### config.mk
export PLATFORM = sky130hd
export DESIGN_NAME = dasc_ctrl
export DESIGN_NICKNAME = d
export VERILOG_FILES = /design/src/rtl/dasc_pkg.sv /design/src/rtl/dasc_ctrl.sv
export SDC_FILE = /design/constraint.sdc
export NUM_CORES = 2
export LEC_CHECK = 0
export ABC_CLOCK_PERIOD_IN_PS = 7000
export BUFFER_PORTS_ARGS = -buffer_cell sky130_fd_sc_hd__buf_2
export CORE_MARGIN = 8
export CORE_UTILIZATION = 57
export DETAILED_ROUTE_END_ITERATION = 6
export PLACE_DENSITY = 0.87
export SETUP_SLACK_MARGIN = 0.5
export SLEW_MARGIN = 20
export SYNTH_ARGS = -nofsm -noshare
export SYNTH_HDL_FRONTEND = slang
export SYNTH_SLANG_ARGS = --single-unit
### constraint.sdc
create_clock -name core_clk -period 7 [get_ports core_clk]
set_input_delay 1.05 -clock core_clk [delete_from_list [all_inputs] [get_ports core_clk]]
set_output_delay 1.05 -clock core_clk [all_outputs]
set_load 0.01 [all_outputs]
### src/rtl/dasc_pkg.sv
// Shared constants and types for the detector and analog scan control
package dasc_pkg;

    ////////////////////////////////////////////////////////////////////////////
    // Register byte offsets
    localparam logic [7:0] REG_CMD = 8'h00;
    localparam logic [7:0] REG_NF = 8'h04;
    localparam logic [7:0] REG_FIRST = 8'h08;
    localparam logic [7:0] REG_FINAL = 8'h0c;
    localparam logic [7:0] REG_STEPS = 8'h10;
    localparam logic [7:0] REG_STAT = 8'h14;
    localparam logic [7:0] REG_POINTS = 8'h18;
    localparam logic [7:0] REG_BIAS = 8'h1c;

    // Command register fields
    localparam int CMD_CODE_LSB = 28;
    localparam int CMD_ARG_W = 16;

    // Values after reset
    localparam logic [2:0] NF_RST = 3'h2;
    localparam logic [7:0] FIRST_RST = 8'h01;
    localparam logic [7:0] FINAL_RST = 8'h41;
    localparam logic [7:0] STEPS_RST = 8'h0a;
    localparam logic [7:0] STATUS_RST = 8'h00;

    // Fastest noise-floor setting, least averaging
    localparam logic [2:0] NF_FAST = 3'h7;

    // Status byte bits
    localparam int STAT_ERR_BIT = 0;
    localparam int STAT_BIAS_BIT = 3;

    // Timing
    localparam int CLK_PERIOD_NS = 5;

    // Reply characters
    localparam logic [7:0] CHR_ZERO = 8'h30;
    localparam logic [7:0] CHR_ONE = 8'h31;
    localparam logic [7:0] CHR_LF = 8'h0a;
    localparam logic [7:0] CHR_CR = 8'h0d;

    typedef enum logic [3:0] {
        CMD_NONE = 4'h0,
        CMD_SWEEP = 4'h1,
        CMD_BIAS = 4'h2,
        CMD_OPT_Q = 4'h3,
        CMD_ZERO = 4'h4,
        CMD_RECAL = 4'h5,
        CMD_BIAS_Q = 4'h6,
        CMD_POINTS_Q = 4'h7
    } dasc_cmd_t;

    typedef enum logic [3:0] {
        S_IDLE = 4'h0,
        S_ZREQ = 4'h1,
        S_ZWAIT = 4'h2,
        S_SETTLE = 4'h3,
        S_PREQ = 4'h4,
        S_PWAIT = 4'h5,
        S_PSEND = 4'h6,
        S_TREQ = 4'h7,
        S_TWAIT = 4'h8,
        S_TSEND = 4'h9,
        S_CZWAIT = 4'ha
    } dasc_state_t;

    typedef struct packed {
        logic [7:0] addr;
        logic [31:0] wdata;
        logic wr;
        logic rd;
    } dasc_bus_t;

    typedef struct packed {
        logic req;
        logic zero_in;
        logic tp;
        logic mult;
        logic [2:0] nf;
        logic [2:0] avg_shift;
    } dasc_meas_t;

    typedef struct packed {
        logic valid;
        logic [7:0] data;
    } dasc_tx_t;

endpackage : dasc_pkg

### src/rtl/dasc_ctrl.sv
// Command interpreter for detector selection, offset zeroing and analog scans
//
// The implementer's own choices: the address map and strobed register access.
`timescale 1ns/10ps
`default_nettype none

//////////////////////////////////////////////////////////////////////////////////
module dasc_ctrl #(
    parameter int STEP_SETTLE_NS = 1000
) (
    // Clock, reset, enable
    input wire logic core_clk,
    input wire logic nrst,
    input wire logic ce,
    // Register port
    input wire dasc_pkg::dasc_bus_t bus,
    output logic [31:0] rdata,
    // Pins
    input wire logic overpressure_pin,
    input wire logic option_pin,
    // Electrometer
    output dasc_pkg::dasc_meas_t meas,
    input wire logic meas_done,
    input wire logic signed [31:0] meas_value,
    output logic [15:0] step_idx,
    // Host byte stream
    output dasc_pkg::dasc_tx_t tx,
    input wire logic tx_ready,
    // Status
    output logic multiplier_indicator,
    output logic scan_busy
);
    import dasc_pkg::*;

    // Least settle time at fastest rate, rounded up
    localparam int SETTLE_CYC = (STEP_SETTLE_NS + CLK_PERIOD_NS - 1) / CLK_PERIOD_NS;

    typedef struct packed {
        logic [2:0] op_sync;
        logic [2:0] opt_sync;
        logic op_filt;
        logic opt_filt;
        logic [31:0] rdata;
        logic [2:0] nf;
        logic [7:0] first_mass;
        logic [7:0] final_mass;
        logic [7:0] steps_per_amu;
        logic [7:0] status;
        logic [11:0] bias;
        logic mult;
        logic total_pressure_allowed;
        dasc_state_t state;
        logic busy;
        logic scan_mult;
        logic [2:0] scan_nf;
        logic cont;
        logic [15:0] scans_left;
        logic [15:0] points;
        logic [15:0] idx;
        logic [23:0] settle_cnt;
        logic [31:0] resp;
        logic [2:0] resp_cnt;
        dasc_meas_t meas;
        dasc_tx_t tx;
        logic [15:0][31:0] ofs;
    } dasc_st_t;

    dasc_st_t st_r;
    dasc_st_t st_nxt;

    ////////////////////////////////////////////////////////////////////////////
    // Helpers

    function automatic logic [3:0] ofs_idx(input logic mult, input logic [2:0] nf);
        ofs_idx = {mult, nf};
    endfunction : ofs_idx

    function automatic logic [15:0] scan_points(input logic [7:0] first,
                                                input logic [7:0] last,
                                                input logic [7:0] steps);
        logic [15:0] span;
        span = 16'((last - first) * steps);
        scan_points = span + 16'h0001;
    endfunction : scan_points

    function automatic logic [23:0] settle_len(input logic [2:0] nf);
        settle_len = 24'(SETTLE_CYC) << (NF_FAST - nf);
    endfunction : settle_len

    logic [31:0] corr;
    logic [31:0] sent;
    dasc_cmd_t cmd;
    logic [CMD_ARG_W-1:0] arg;

    always_comb begin
        corr = meas_value - st_r.ofs[ofs_idx(st_r.scan_mult, st_r.scan_nf)];
        sent = st_r.scan_mult ? (32'h0 - corr) : corr;
        cmd = dasc_cmd_t'(bus.wdata[CMD_CODE_LSB +: 4]);
        arg = bus.wdata[CMD_ARG_W-1:0];
    end

    ////////////////////////////////////////////////////////////////////////////
    // Next state

    always_comb begin
        st_nxt = st_r;
        st_nxt.meas.req = 1'b0;
        st_nxt.rdata = 32'h0;

        // Pin synchronisers: accept a change once stages two and three agree
        st_nxt.op_sync = {st_r.op_sync[1:0], overpressure_pin};
        st_nxt.opt_sync = {st_r.opt_sync[1:0], option_pin};
        if (st_r.op_sync[1] == st_r.op_sync[2]) begin
            st_nxt.op_filt = st_r.op_sync[2];
        end
        if (st_r.opt_sync[1] == st_r.opt_sync[2]) begin
            st_nxt.opt_filt = st_r.opt_sync[2];
        end

        // Filament shutdown by overpressure drops the multiplier
        if (st_nxt.op_filt && !st_r.op_filt) begin
            st_nxt.mult = 1'b0;
            st_nxt.bias = 12'h0;
        end

        // Byte stream out, one bubble between bytes
        if (st_r.tx.valid && tx_ready) begin
            st_nxt.tx.valid = 1'b0;
        end
        if (!st_r.tx.valid && st_r.resp_cnt != 3'h0) begin
            st_nxt.tx.valid = 1'b1;
            st_nxt.tx.data = st_r.resp[7:0];
            st_nxt.resp = {8'h00, st_r.resp[31:8]};
            st_nxt.resp_cnt = st_r.resp_cnt - 3'h1;
        end

        // Scan sequencer
        case (st_r.state)
            S_ZREQ: begin
                st_nxt.meas.req = 1'b1;
                st_nxt.meas.zero_in = 1'b1;
                st_nxt.state = S_ZWAIT;
            end
            S_ZWAIT: begin
                if (meas_done) begin
                    st_nxt.ofs[ofs_idx(st_r.scan_mult, st_r.scan_nf)] = meas_value;
                    st_nxt.meas.zero_in = 1'b0;
                    st_nxt.idx = 16'h0;
                    st_nxt.settle_cnt = settle_len(st_r.scan_nf);
                    st_nxt.state = S_SETTLE;
                end
            end
            S_SETTLE: begin
                if (st_r.settle_cnt <= 24'h1) begin
                    st_nxt.state = S_PREQ;
                end else begin
                    st_nxt.settle_cnt = st_r.settle_cnt - 24'h1;
                end
            end
            S_PREQ: begin
                st_nxt.meas.req = 1'b1;
                st_nxt.state = S_PWAIT;
            end
            S_PWAIT: begin
                if (meas_done) begin
                    st_nxt.resp = sent;
                    st_nxt.resp_cnt = 3'h4;
                    st_nxt.state = S_PSEND;
                end
            end
            S_PSEND: begin
                // Next point waits for the stream to drain: host pace sets the rate
                if (st_r.resp_cnt == 3'h0 && !st_r.tx.valid) begin
                    if (st_r.idx == st_r.points - 16'h1) begin
                        st_nxt.state = S_TREQ;
                    end else begin
                        st_nxt.idx = st_r.idx + 16'h1;
                        st_nxt.settle_cnt = settle_len(st_r.scan_nf);
                        st_nxt.state = S_SETTLE;
                    end
                end
            end
            S_TREQ: begin
                if (st_r.scan_mult) begin
                    st_nxt.resp = 32'h0;
                    st_nxt.resp_cnt = 3'h4;
                    st_nxt.state = S_TSEND;
                end else begin
                    st_nxt.meas.req = 1'b1;
                    st_nxt.meas.tp = 1'b1;
                    st_nxt.state = S_TWAIT;
                end
            end
            S_TWAIT: begin
                if (meas_done) begin
                    st_nxt.meas.tp = 1'b0;
                    st_nxt.resp = sent;
                    st_nxt.resp_cnt = 3'h4;
                    st_nxt.state = S_TSEND;
                end
            end
            S_TSEND: begin
                if (st_r.resp_cnt == 3'h0 && !st_r.tx.valid) begin
                    if (st_r.cont || st_r.scans_left > 16'h1) begin
                        if (!st_r.cont) begin
                            st_nxt.scans_left = st_r.scans_left - 16'h1;
                        end
                        st_nxt.state = S_ZREQ;
                    end else begin
                        st_nxt.state = S_IDLE;
                    end
                end
            end
            S_CZWAIT: begin
                if (meas_done) begin
                    st_nxt.ofs[ofs_idx(st_r.scan_mult, st_r.scan_nf)] = meas_value;
                    st_nxt.meas.zero_in = 1'b0;
                    st_nxt.state = S_IDLE;
                end
            end
            S_IDLE: begin
            end
            default: begin
                st_nxt.state = S_IDLE;
            end
        endcase

        // Live measurement settings follow the latched scan detector
        st_nxt.meas.mult = st_nxt.scan_mult;
        st_nxt.meas.nf = st_nxt.scan_nf;
        st_nxt.meas.avg_shift = NF_FAST - st_nxt.scan_nf;

        ////////////////////////////////////////////////////////////////////////
        // Register port
        if (bus.rd) begin
            case (bus.addr)
                REG_NF: st_nxt.rdata = {29'h0, st_r.nf};
                REG_FIRST: st_nxt.rdata = {24'h0, st_r.first_mass};
                REG_FINAL: st_nxt.rdata = {24'h0, st_r.final_mass};
                REG_STEPS: st_nxt.rdata = {24'h0, st_r.steps_per_amu};
                REG_STAT: st_nxt.rdata = {20'h0, st_r.state != S_IDLE, st_r.opt_filt,
                                          st_r.total_pressure_allowed, st_r.mult, st_r.status};
                REG_POINTS: begin
                    st_nxt.rdata = {16'h0, scan_points(st_r.first_mass, st_r.final_mass,
                                                       st_r.steps_per_amu)};
                end
                REG_BIAS: st_nxt.rdata = {20'h0, st_r.bias};
                default: st_nxt.rdata = 32'h0;
            endcase
        end

        if (bus.wr) begin
            case (bus.addr)
                REG_NF: st_nxt.nf = bus.wdata[2:0];
                REG_FIRST: st_nxt.first_mass = bus.wdata[7:0];
                REG_FINAL: st_nxt.final_mass = bus.wdata[7:0];
                REG_STEPS: st_nxt.steps_per_amu = bus.wdata[7:0];
                default: begin
                end
            endcase
        end

        ////////////////////////////////////////////////////////////////////////
        // Command execution
        if (bus.wr && bus.addr == REG_CMD && cmd != CMD_NONE) begin
            // Halt any scan and drop queued bytes before the new command
            st_nxt.state = S_IDLE;
            st_nxt.resp_cnt = 3'h0;
            st_nxt.tx.valid = 1'b0;
            st_nxt.meas.req = 1'b0;
            st_nxt.meas.zero_in = 1'b0;
            st_nxt.meas.tp = 1'b0;
            case (cmd)
                CMD_SWEEP: begin
                    st_nxt.scan_mult = st_r.mult;
                    st_nxt.scan_nf = st_r.nf;
                    st_nxt.cont = (arg == 16'h0);
                    st_nxt.scans_left = arg;
                    st_nxt.points = scan_points(st_r.first_mass, st_r.final_mass,
                                                st_r.steps_per_amu);
                    if (st_r.first_mass > st_r.final_mass || st_r.steps_per_amu == 8'h0) begin
                        st_nxt.status[STAT_ERR_BIT] = 1'b1;
                    end else begin
                        st_nxt.state = S_ZREQ;
                    end
                end
                CMD_BIAS: begin
                    if (!st_r.opt_filt) begin
                        st_nxt.status[STAT_ERR_BIT] = 1'b1;
                        st_nxt.status[STAT_BIAS_BIT] = 1'b1;
                    end else begin
                        st_nxt.status[STAT_BIAS_BIT] = 1'b0;
                        st_nxt.bias = arg[11:0];
                        st_nxt.mult = (arg[11:0] != 12'h0);
                        if (arg[11:0] != 12'h0) begin
                            st_nxt.total_pressure_allowed = 1'b0;
                        end else begin
                            st_nxt.total_pressure_allowed = 1'b1;
                        end
                    end
                    st_nxt.resp = {24'h0, st_nxt.status};
                    st_nxt.resp_cnt = 3'h1;
                end
                CMD_OPT_Q: begin
                    st_nxt.resp = {8'h00, CHR_CR, CHR_LF,
                                   st_r.opt_filt ? CHR_ONE : CHR_ZERO};
                    st_nxt.resp_cnt = 3'h3;
                end
                CMD_ZERO: begin
                    st_nxt.scan_mult = st_r.mult;
                    st_nxt.scan_nf = st_r.nf;
                    st_nxt.meas.req = 1'b1;
                    st_nxt.meas.zero_in = 1'b1;
                    st_nxt.state = S_CZWAIT;
                end
                CMD_RECAL: begin
                    st_nxt.ofs = '0;
                    st_nxt.resp = {24'h0, st_r.status};
                    st_nxt.resp_cnt = 3'h1;
                end
                CMD_BIAS_Q: begin
                    st_nxt.resp = {20'h0, st_r.mult ? st_r.bias : 12'h0};
                    st_nxt.resp_cnt = 3'h4;
                end
                CMD_POINTS_Q: begin
                    st_nxt.resp = {16'h0, scan_points(st_r.first_mass, st_r.final_mass,
                                                      st_r.steps_per_amu)};
                    st_nxt.resp_cnt = 3'h4;
                end
                default: begin
                end
            endcase
            st_nxt.meas.mult = st_nxt.scan_mult;
            st_nxt.meas.nf = st_nxt.scan_nf;
            st_nxt.meas.avg_shift = NF_FAST - st_nxt.scan_nf;
        end
        // Busy flag registered so the output needs no decode
        st_nxt.busy = (st_nxt.state != S_IDLE);
    end

    ////////////////////////////////////////////////////////////////////////////
    // State register; offsets lost at power-off through reset

    always_ff @(posedge core_clk or negedge nrst) begin
        if (!nrst) begin
            st_r <= '0;
            st_r.nf <= NF_RST;
            st_r.scan_nf <= NF_RST;
            st_r.meas.nf <= NF_RST;
            st_r.meas.avg_shift <= NF_FAST - NF_RST;
            st_r.first_mass <= FIRST_RST;
            st_r.final_mass <= FINAL_RST;
            st_r.steps_per_amu <= STEPS_RST;
            st_r.status <= STATUS_RST;
            st_r.mult <= 1'b0;
            st_r.total_pressure_allowed <= 1'b1;
            st_r.state <= S_IDLE;
        end else if (ce) begin
            st_r <= st_nxt;
        end
    end

    ////////////////////////////////////////////////////////////////////////////
    // Outputs, all straight from the state register

    always_comb begin
        rdata = st_r.rdata;
        meas = st_r.meas;
        tx = st_r.tx;
        step_idx = st_r.idx;
        multiplier_indicator = st_r.mult;
        scan_busy = st_r.busy;
    end

endmodule : dasc_ctrl

`default_nettype wire

======== Word-level counts from Yosys, hierarchy flattened ========
Cells that the tools add are included.
cells by class
  add/sub/neg operators ................... 11
  shift operators ......................... 1
  order comparisons ....................... 5
  divide/modulo/power cells ............... 0
  reductions and logical operators ........ 47
  muxes and demuxes ....................... 66
  eq/ne operators ......................... 35
  multipliers ............................. 1
  bitwise gates (word level) .............. 0
operators with widths
  operator                                                                number
  512-bit 2-to-1 mux                                                      4
  512-bit bitwise mux                                                     1
  35-bit one-hot mux with 5 select lines                                  1
  32-bit 2-to-1 mux                                                       5
  32-bit binary-select mux with 4-bit select                              1
  32-bit demux with 4-bit select                                          1
  40-bit 2-to-1 mux                                                       3
  16-bit one-hot mux with 7 select lines                                  1
  35-bit 2-to-1 mux                                                       3
  16-bit 2-to-1 mux                                                       5
  24-bit one-hot mux with 3 select lines                                  1
  35-bit one-hot mux with 2 select lines                                  1
  46-bit 2-to-1 mux                                                       1
  4-bit one-hot mux with 11 select lines                                  1
  4-bit 2-to-1 mux                                                        9
  16-bit by 1-bit adder with 16-bit output, second input constant         2
  4-bit by 3-bit == test with 1-bit output, second input constant         8
  8-bit by 5-bit == test with 1-bit output, second input constant         4
  16-bit one-hot mux with 2 select lines                                  1
  1-bit by 32-bit subtractor with 32-bit output, first input constant     1
  16-bit by 1-bit subtractor with 16-bit output, second input constant    2
  32-bit subtractor                                                       1
  14-bit 2-to-1 mux                                                       2
  24-bit by 1-bit <= comparator with 1-bit output, second input constant  1
  47 further kinds                                                        106
storage, ports and cells
  bits in registers ....................... 731
  RAM bits ................................ 0
  output and inout port bits .............. 69
  memories ................................ 0
  bits in latches ......................... 0
  memory bits (read-only) ................. 0

======== Longest topological paths before layout ========
  word-level depth ........................ 9
  mapped depth ............................ 29

======== Least setup slack after synthesis ========
Ideal clock, no wire load.
  kind .................................... reg2reg
  from .................................... register st_r[686] (netlist bit)
  to ...................................... register st_r[549] (netlist bit)
  library setup time ...................... 0.086 ns
  arrival time ............................ 6.438 ns
  buffers on the path ..................... 0
  clock period less this slack ............ 6.524 ns
  cell stages (with the launch flop) ...... 28
  setup slack ............................. 0.476 ns
  cell sequence ........................... dfstp_2 -> ha_1 -> inv_1 -> fa_1 -> a21o_1 -> a21oi_1 -> o21bai_1 -> a21o_1 -> a31oi_1 -> nand2_1 -> fa_1 -> inv_1 -> fa_1 -> fa_1 -> inv_1 -> fa_1 -> inv_1 -> ha_1 -> and3_1 -> a21oi_1 -> o21ai_0 -> o41ai_1 -> nor2_1 -> a211oi_1 -> o21ai_0 -> xnor2_1 -> a21oi_1 -> nor3_1
between the ends
  cells in the longest elaborated chain, start to end .. 5
RTL lines
  element                                       line              source
  start: declaration                            dasc_ctrl.sv:68   dasc_st_t st_r;
  start signal: assignment                      dasc_ctrl.sv:359  st_r <= st_nxt;
  8-bit by 8-bit subtractor with 9-bit output   dasc_ctrl.sv:82   span = 16'((last - first) * steps);
  9-bit by 9-bit multiplier with 16-bit output  dasc_ctrl.sv:82
  16-bit by 1-bit adder with 16-bit output      dasc_ctrl.sv:83   scan_points = span + 16'h0001;
  35-bit one-hot mux with 5 select lines        dasc_ctrl.sv:273  case (cmd)
  46-bit 2-to-1 mux                             dasc_ctrl.sv:265  if (bus.wr && bus.addr == REG_CMD && cmd != CMD_NONE) begin
Every way passes these cells.
A chain may end at the register's enable or synchronous reset.

======== Worst setup path after layout ========
  from .................................... register st_r[687] (netlist bit)
  to ...................................... register st_r[547] (netlist bit)
Same word-level chain as after synthesis.

==> flow_summary.ini <==
[routing]
drc_errors = 10
dr.pass1.iters = 7
routedWlPerCell_um = 23.4
viasPerCell = 6.59
ant_nets = 0
wirelength_mm = 129
drt_iter0_markers = 5009
routed-via-count = 36467

[yosys]
synth-seq-cells = 715
yosysSeqAreaShare = 0.426
synthCells = 4677
synth_warnings = 0
synthesis.area_um2 = 42000
synth_ff_type = dfrtp_1
synthArstFlopShare = 1.00
yosysUniqueCellTypes = 102
synth_edf_count = 0
synthTopCellsByArea = dfrtp_1, nand2_1, mux4_2, a21oi_1, clkbuf_1
synth_top_cell_by_area = dfrtp_1
netlist.area_leader.share = 0.419
syn_avg_cell_area_um2 = 8.99

[layout]
layout-drive-gt1-share = 0.135
area_growth_pct = 7.95
final_cells = 5536
n_fill_cell = 5558
fin_nets = 4733

[sta]
hold_viol = 0
skew_ps = 27.6
fmax_mhz = 153
setup_tns_ps = 0
rsz0062_at_grt = true
min_period_ps = 6530
post-route-period-util = 0.933
finalSetupViolCount = 0
final_max_slew_viol_count = 0
timing.hold.ws_ps = 464
tightestPinTransition_ps = 1270
maxSlewHeadroom = 0.156

[place]
place_congestion = 0.970
dp_cells = 5384
dp_hpwl_mm = 79.7
io_buffers = 121

[critical_path]
crit_type = reg -> reg
slowest_delay_ps = 560
startpoint_type = register
crit_required_ps = 7540
crit_top_cell = fa_1
slowest_stage = fa_1
worstPathArrival_ps = 7070
path_max_fanout = 8
end_kind = register

[clocking]
cts_root_buf = clkbuf_16
clock_latency_ps = 660
hold_buffers = 0
h-tree-depth = 3
tritoncts = yes
numCtsBuffers = 75
cts.reportedPaths.clkPinSlew_ps = 60
cts_max_path_buffers = 3
clkSinkCount = 715

[floorplanning]
rows = 99
start_util = 0.576
die_y_um = 288
num_io_pins = 150
die_w_um = 288
core_area_um2 = 73000
die_area_um2 = 82700

[global_route]
grt_pass1_wl_mm = 200
grt_pass1_vias = 36149
gr-usage-all-layers = 0.305
grt_max_degree = 206
grt_overflow = 0
antenna_found_initial = 12

[power]
clockPowerShare = 0.346
peakVddDrop_v = 0.000199
switchingPower_uw = 4060
p_int_uw = 8110
powerDensity_nw_per_um2 = 268
power_leakage_uw = 0.0197
combPwrFrac = 0.273
sw_frac_of_total = 0.334
p_seq_frac = 0.381

[run_status]
outcome = finished with violations
violations = design-rule violations

[min_path]
worstHoldPathType = in -> async

[run]
cap_violations = 0
==> metal layers <==
layer	wire length, µm	track usage
met1	44700	0.371
met5	41	0
met4	9440	0.194
met2	58900	0.469
met3	16300	0.0964
==> logic make-up (layout without fill, tap and decap cells) <==
kind of cell / after synthesis / in the layout / share of synthesized area
simple gates: 1744 / 1744 / 0.179
compound gates: 1099 / 1099 / 0.154
flops: 715 / 715 / 0.426
buf+inv: 649 / 524 / 0.0646
mux: 235 / 235 / 0.105
fa+ha+maj: 143 / 143 / 0.0526
xor+xnor: 91 / 91 / 0.0190
other cells: 1 / 26 / 0.0000892
==> stage by stage <==
step / util / worst slack (ps) / area, µm² / total power (µW)
after floorplan: - / 571 / 42100 / 7060
after global placement: 0.584 / 191 / 42600 / 7810
after detailed placement: 0.584 / 110 / 42600 / 7900
after CTS: 0.620 / 505 / 45200 / 12100
after global routing: 0.622 / 250 / 45400 / 12700
final: 0.622 / 471 / 45400 / 12200
==> cells in the final DEF, fill, tap and decap left out, types with 61 or more instances in the layout <==
| cell | count |
|---|---|
| nand3_1 | 61 |
| inv_1 | 194 |
| clkbuf_16 | 76 |
| ha_1 | 84 |
| nand2_1 | 1241 |
| o21ai_0 | 145 |
| dfrtp_1 | 702 |
| nor2_1 | 130 |
| mux4_2 | 161 |
| a21oi_1 | 631 |
| buf_2 | 119 |
==> worst paths after layout <==
| kind | from | cells past startpoint | to | slack [ps] |
|---|---|---|---|---|
| max | st_r[687]$_DFFE_PN0P_ | 27 | st_r[547]$_DFFE_PN0P_ | 470 |
| min | nrst | 1 | step_idx[5]$_DFFE_PN0P_ | 460 |
| max reg2reg | st_r[687]$_DFFE_PN0P_ | 27 | st_r[547]$_DFFE_PN0P_ | 470 |
| min reg2reg | tx[1]$_DFFE_PN0P_ | 2 | tx[1]$_DFFE_PN0P_ | 470 |
| max in group asynchronous | nrst | 3 | st_r[382]$_DFFE_PN0P_ | 4870 |
| min in group core_clk | tx[1]$_DFFE_PN0P_ | 2 | tx[1]$_DFFE_PN0P_ | 470 |
==> sequential cells by signal, indices dropped and copies added (netlist names) <==
name and flops:
st_r 658, st_nxt 4, scan_busy 1, meas 10, step_idx 16, rdata 16
tx 9, multiplier_indicator 1
==> cell type report <==
type / count / area [µm²] / area share
Tap cell: 959 / 1200 / 0.0264
Multi-Input combinational cell: 3328 / 21600 / 0.477
Clock buffer: 103 / 2140 / 0.0472
Timing Repair Buffer: 190 / 1290 / 0.0285
Sequential cell: 715 / 17900 / 0.395
Inverter: 199 / 747 / 0.0165
Antenna cell: 10 / 25.0 / 0.000552
Clock inverter: 32 / 417 / 0.00918
==> repair_timing <==
action,in CTS,in global routing
endpoints found under the setup margin,8,13
pin swaps,5,19
gates resized for setup,8,23
buffers inserted,2,4
==> power by group through the flow <==
| stage | clock (µW) | combinational, µW | sequential (µW) |
|---|---|---|---|
| 2_1_floorplan | 0 | 2460 | 4600 |
| 3_3_place_gp | 0 | 3130 | 4680 |
| 3_5_place_dp | 0 | 3210 | 4690 |
| 4_1_cts | 4210 | 3240 | 4620 |
| 5_1_grt | 4380 | 3620 | 4660 |
| 6_report | 4210 | 3320 | 4640 |
==> synthesized netlist by cell type (all sizes together) (8+ instances only) <==
master and number:
nand2 1243, dfrtp 704, a21oi 634, clkbuf 348, inv 198, o21ai 162
mux4 161, nor2 134, buf 102, ha 87, nand3 61, and2 59
xnor2 58, fa 56, nor3 50, mux2 46, xor2 33, nor4 31
mux2i 28, nand2b 28, o22ai 27, a22o 26, a21o 24, a31oi 23
and3 23, nor2b 23, o31ai 23, a22oi 20, o21a 20, or3 20
nand4 17, o211ai 15, a211oi 13, o221ai 12, dfstp 11, a221oi 9
or4 9, a221o 8, a31o 8
==> worst max-delay path: cells and delay by family (launching register included) <==
kind	cells	cell delay (ps)
AOI/OAI and AO/OA	9	1900
xor gates and xnor gates	2	380
DFF	1	380
adders and majority gates	6	2670
and+or+nand+nor	5	600
buffers and inverters	5	480
No activity file was read; power rests on OpenSTA's default activity.
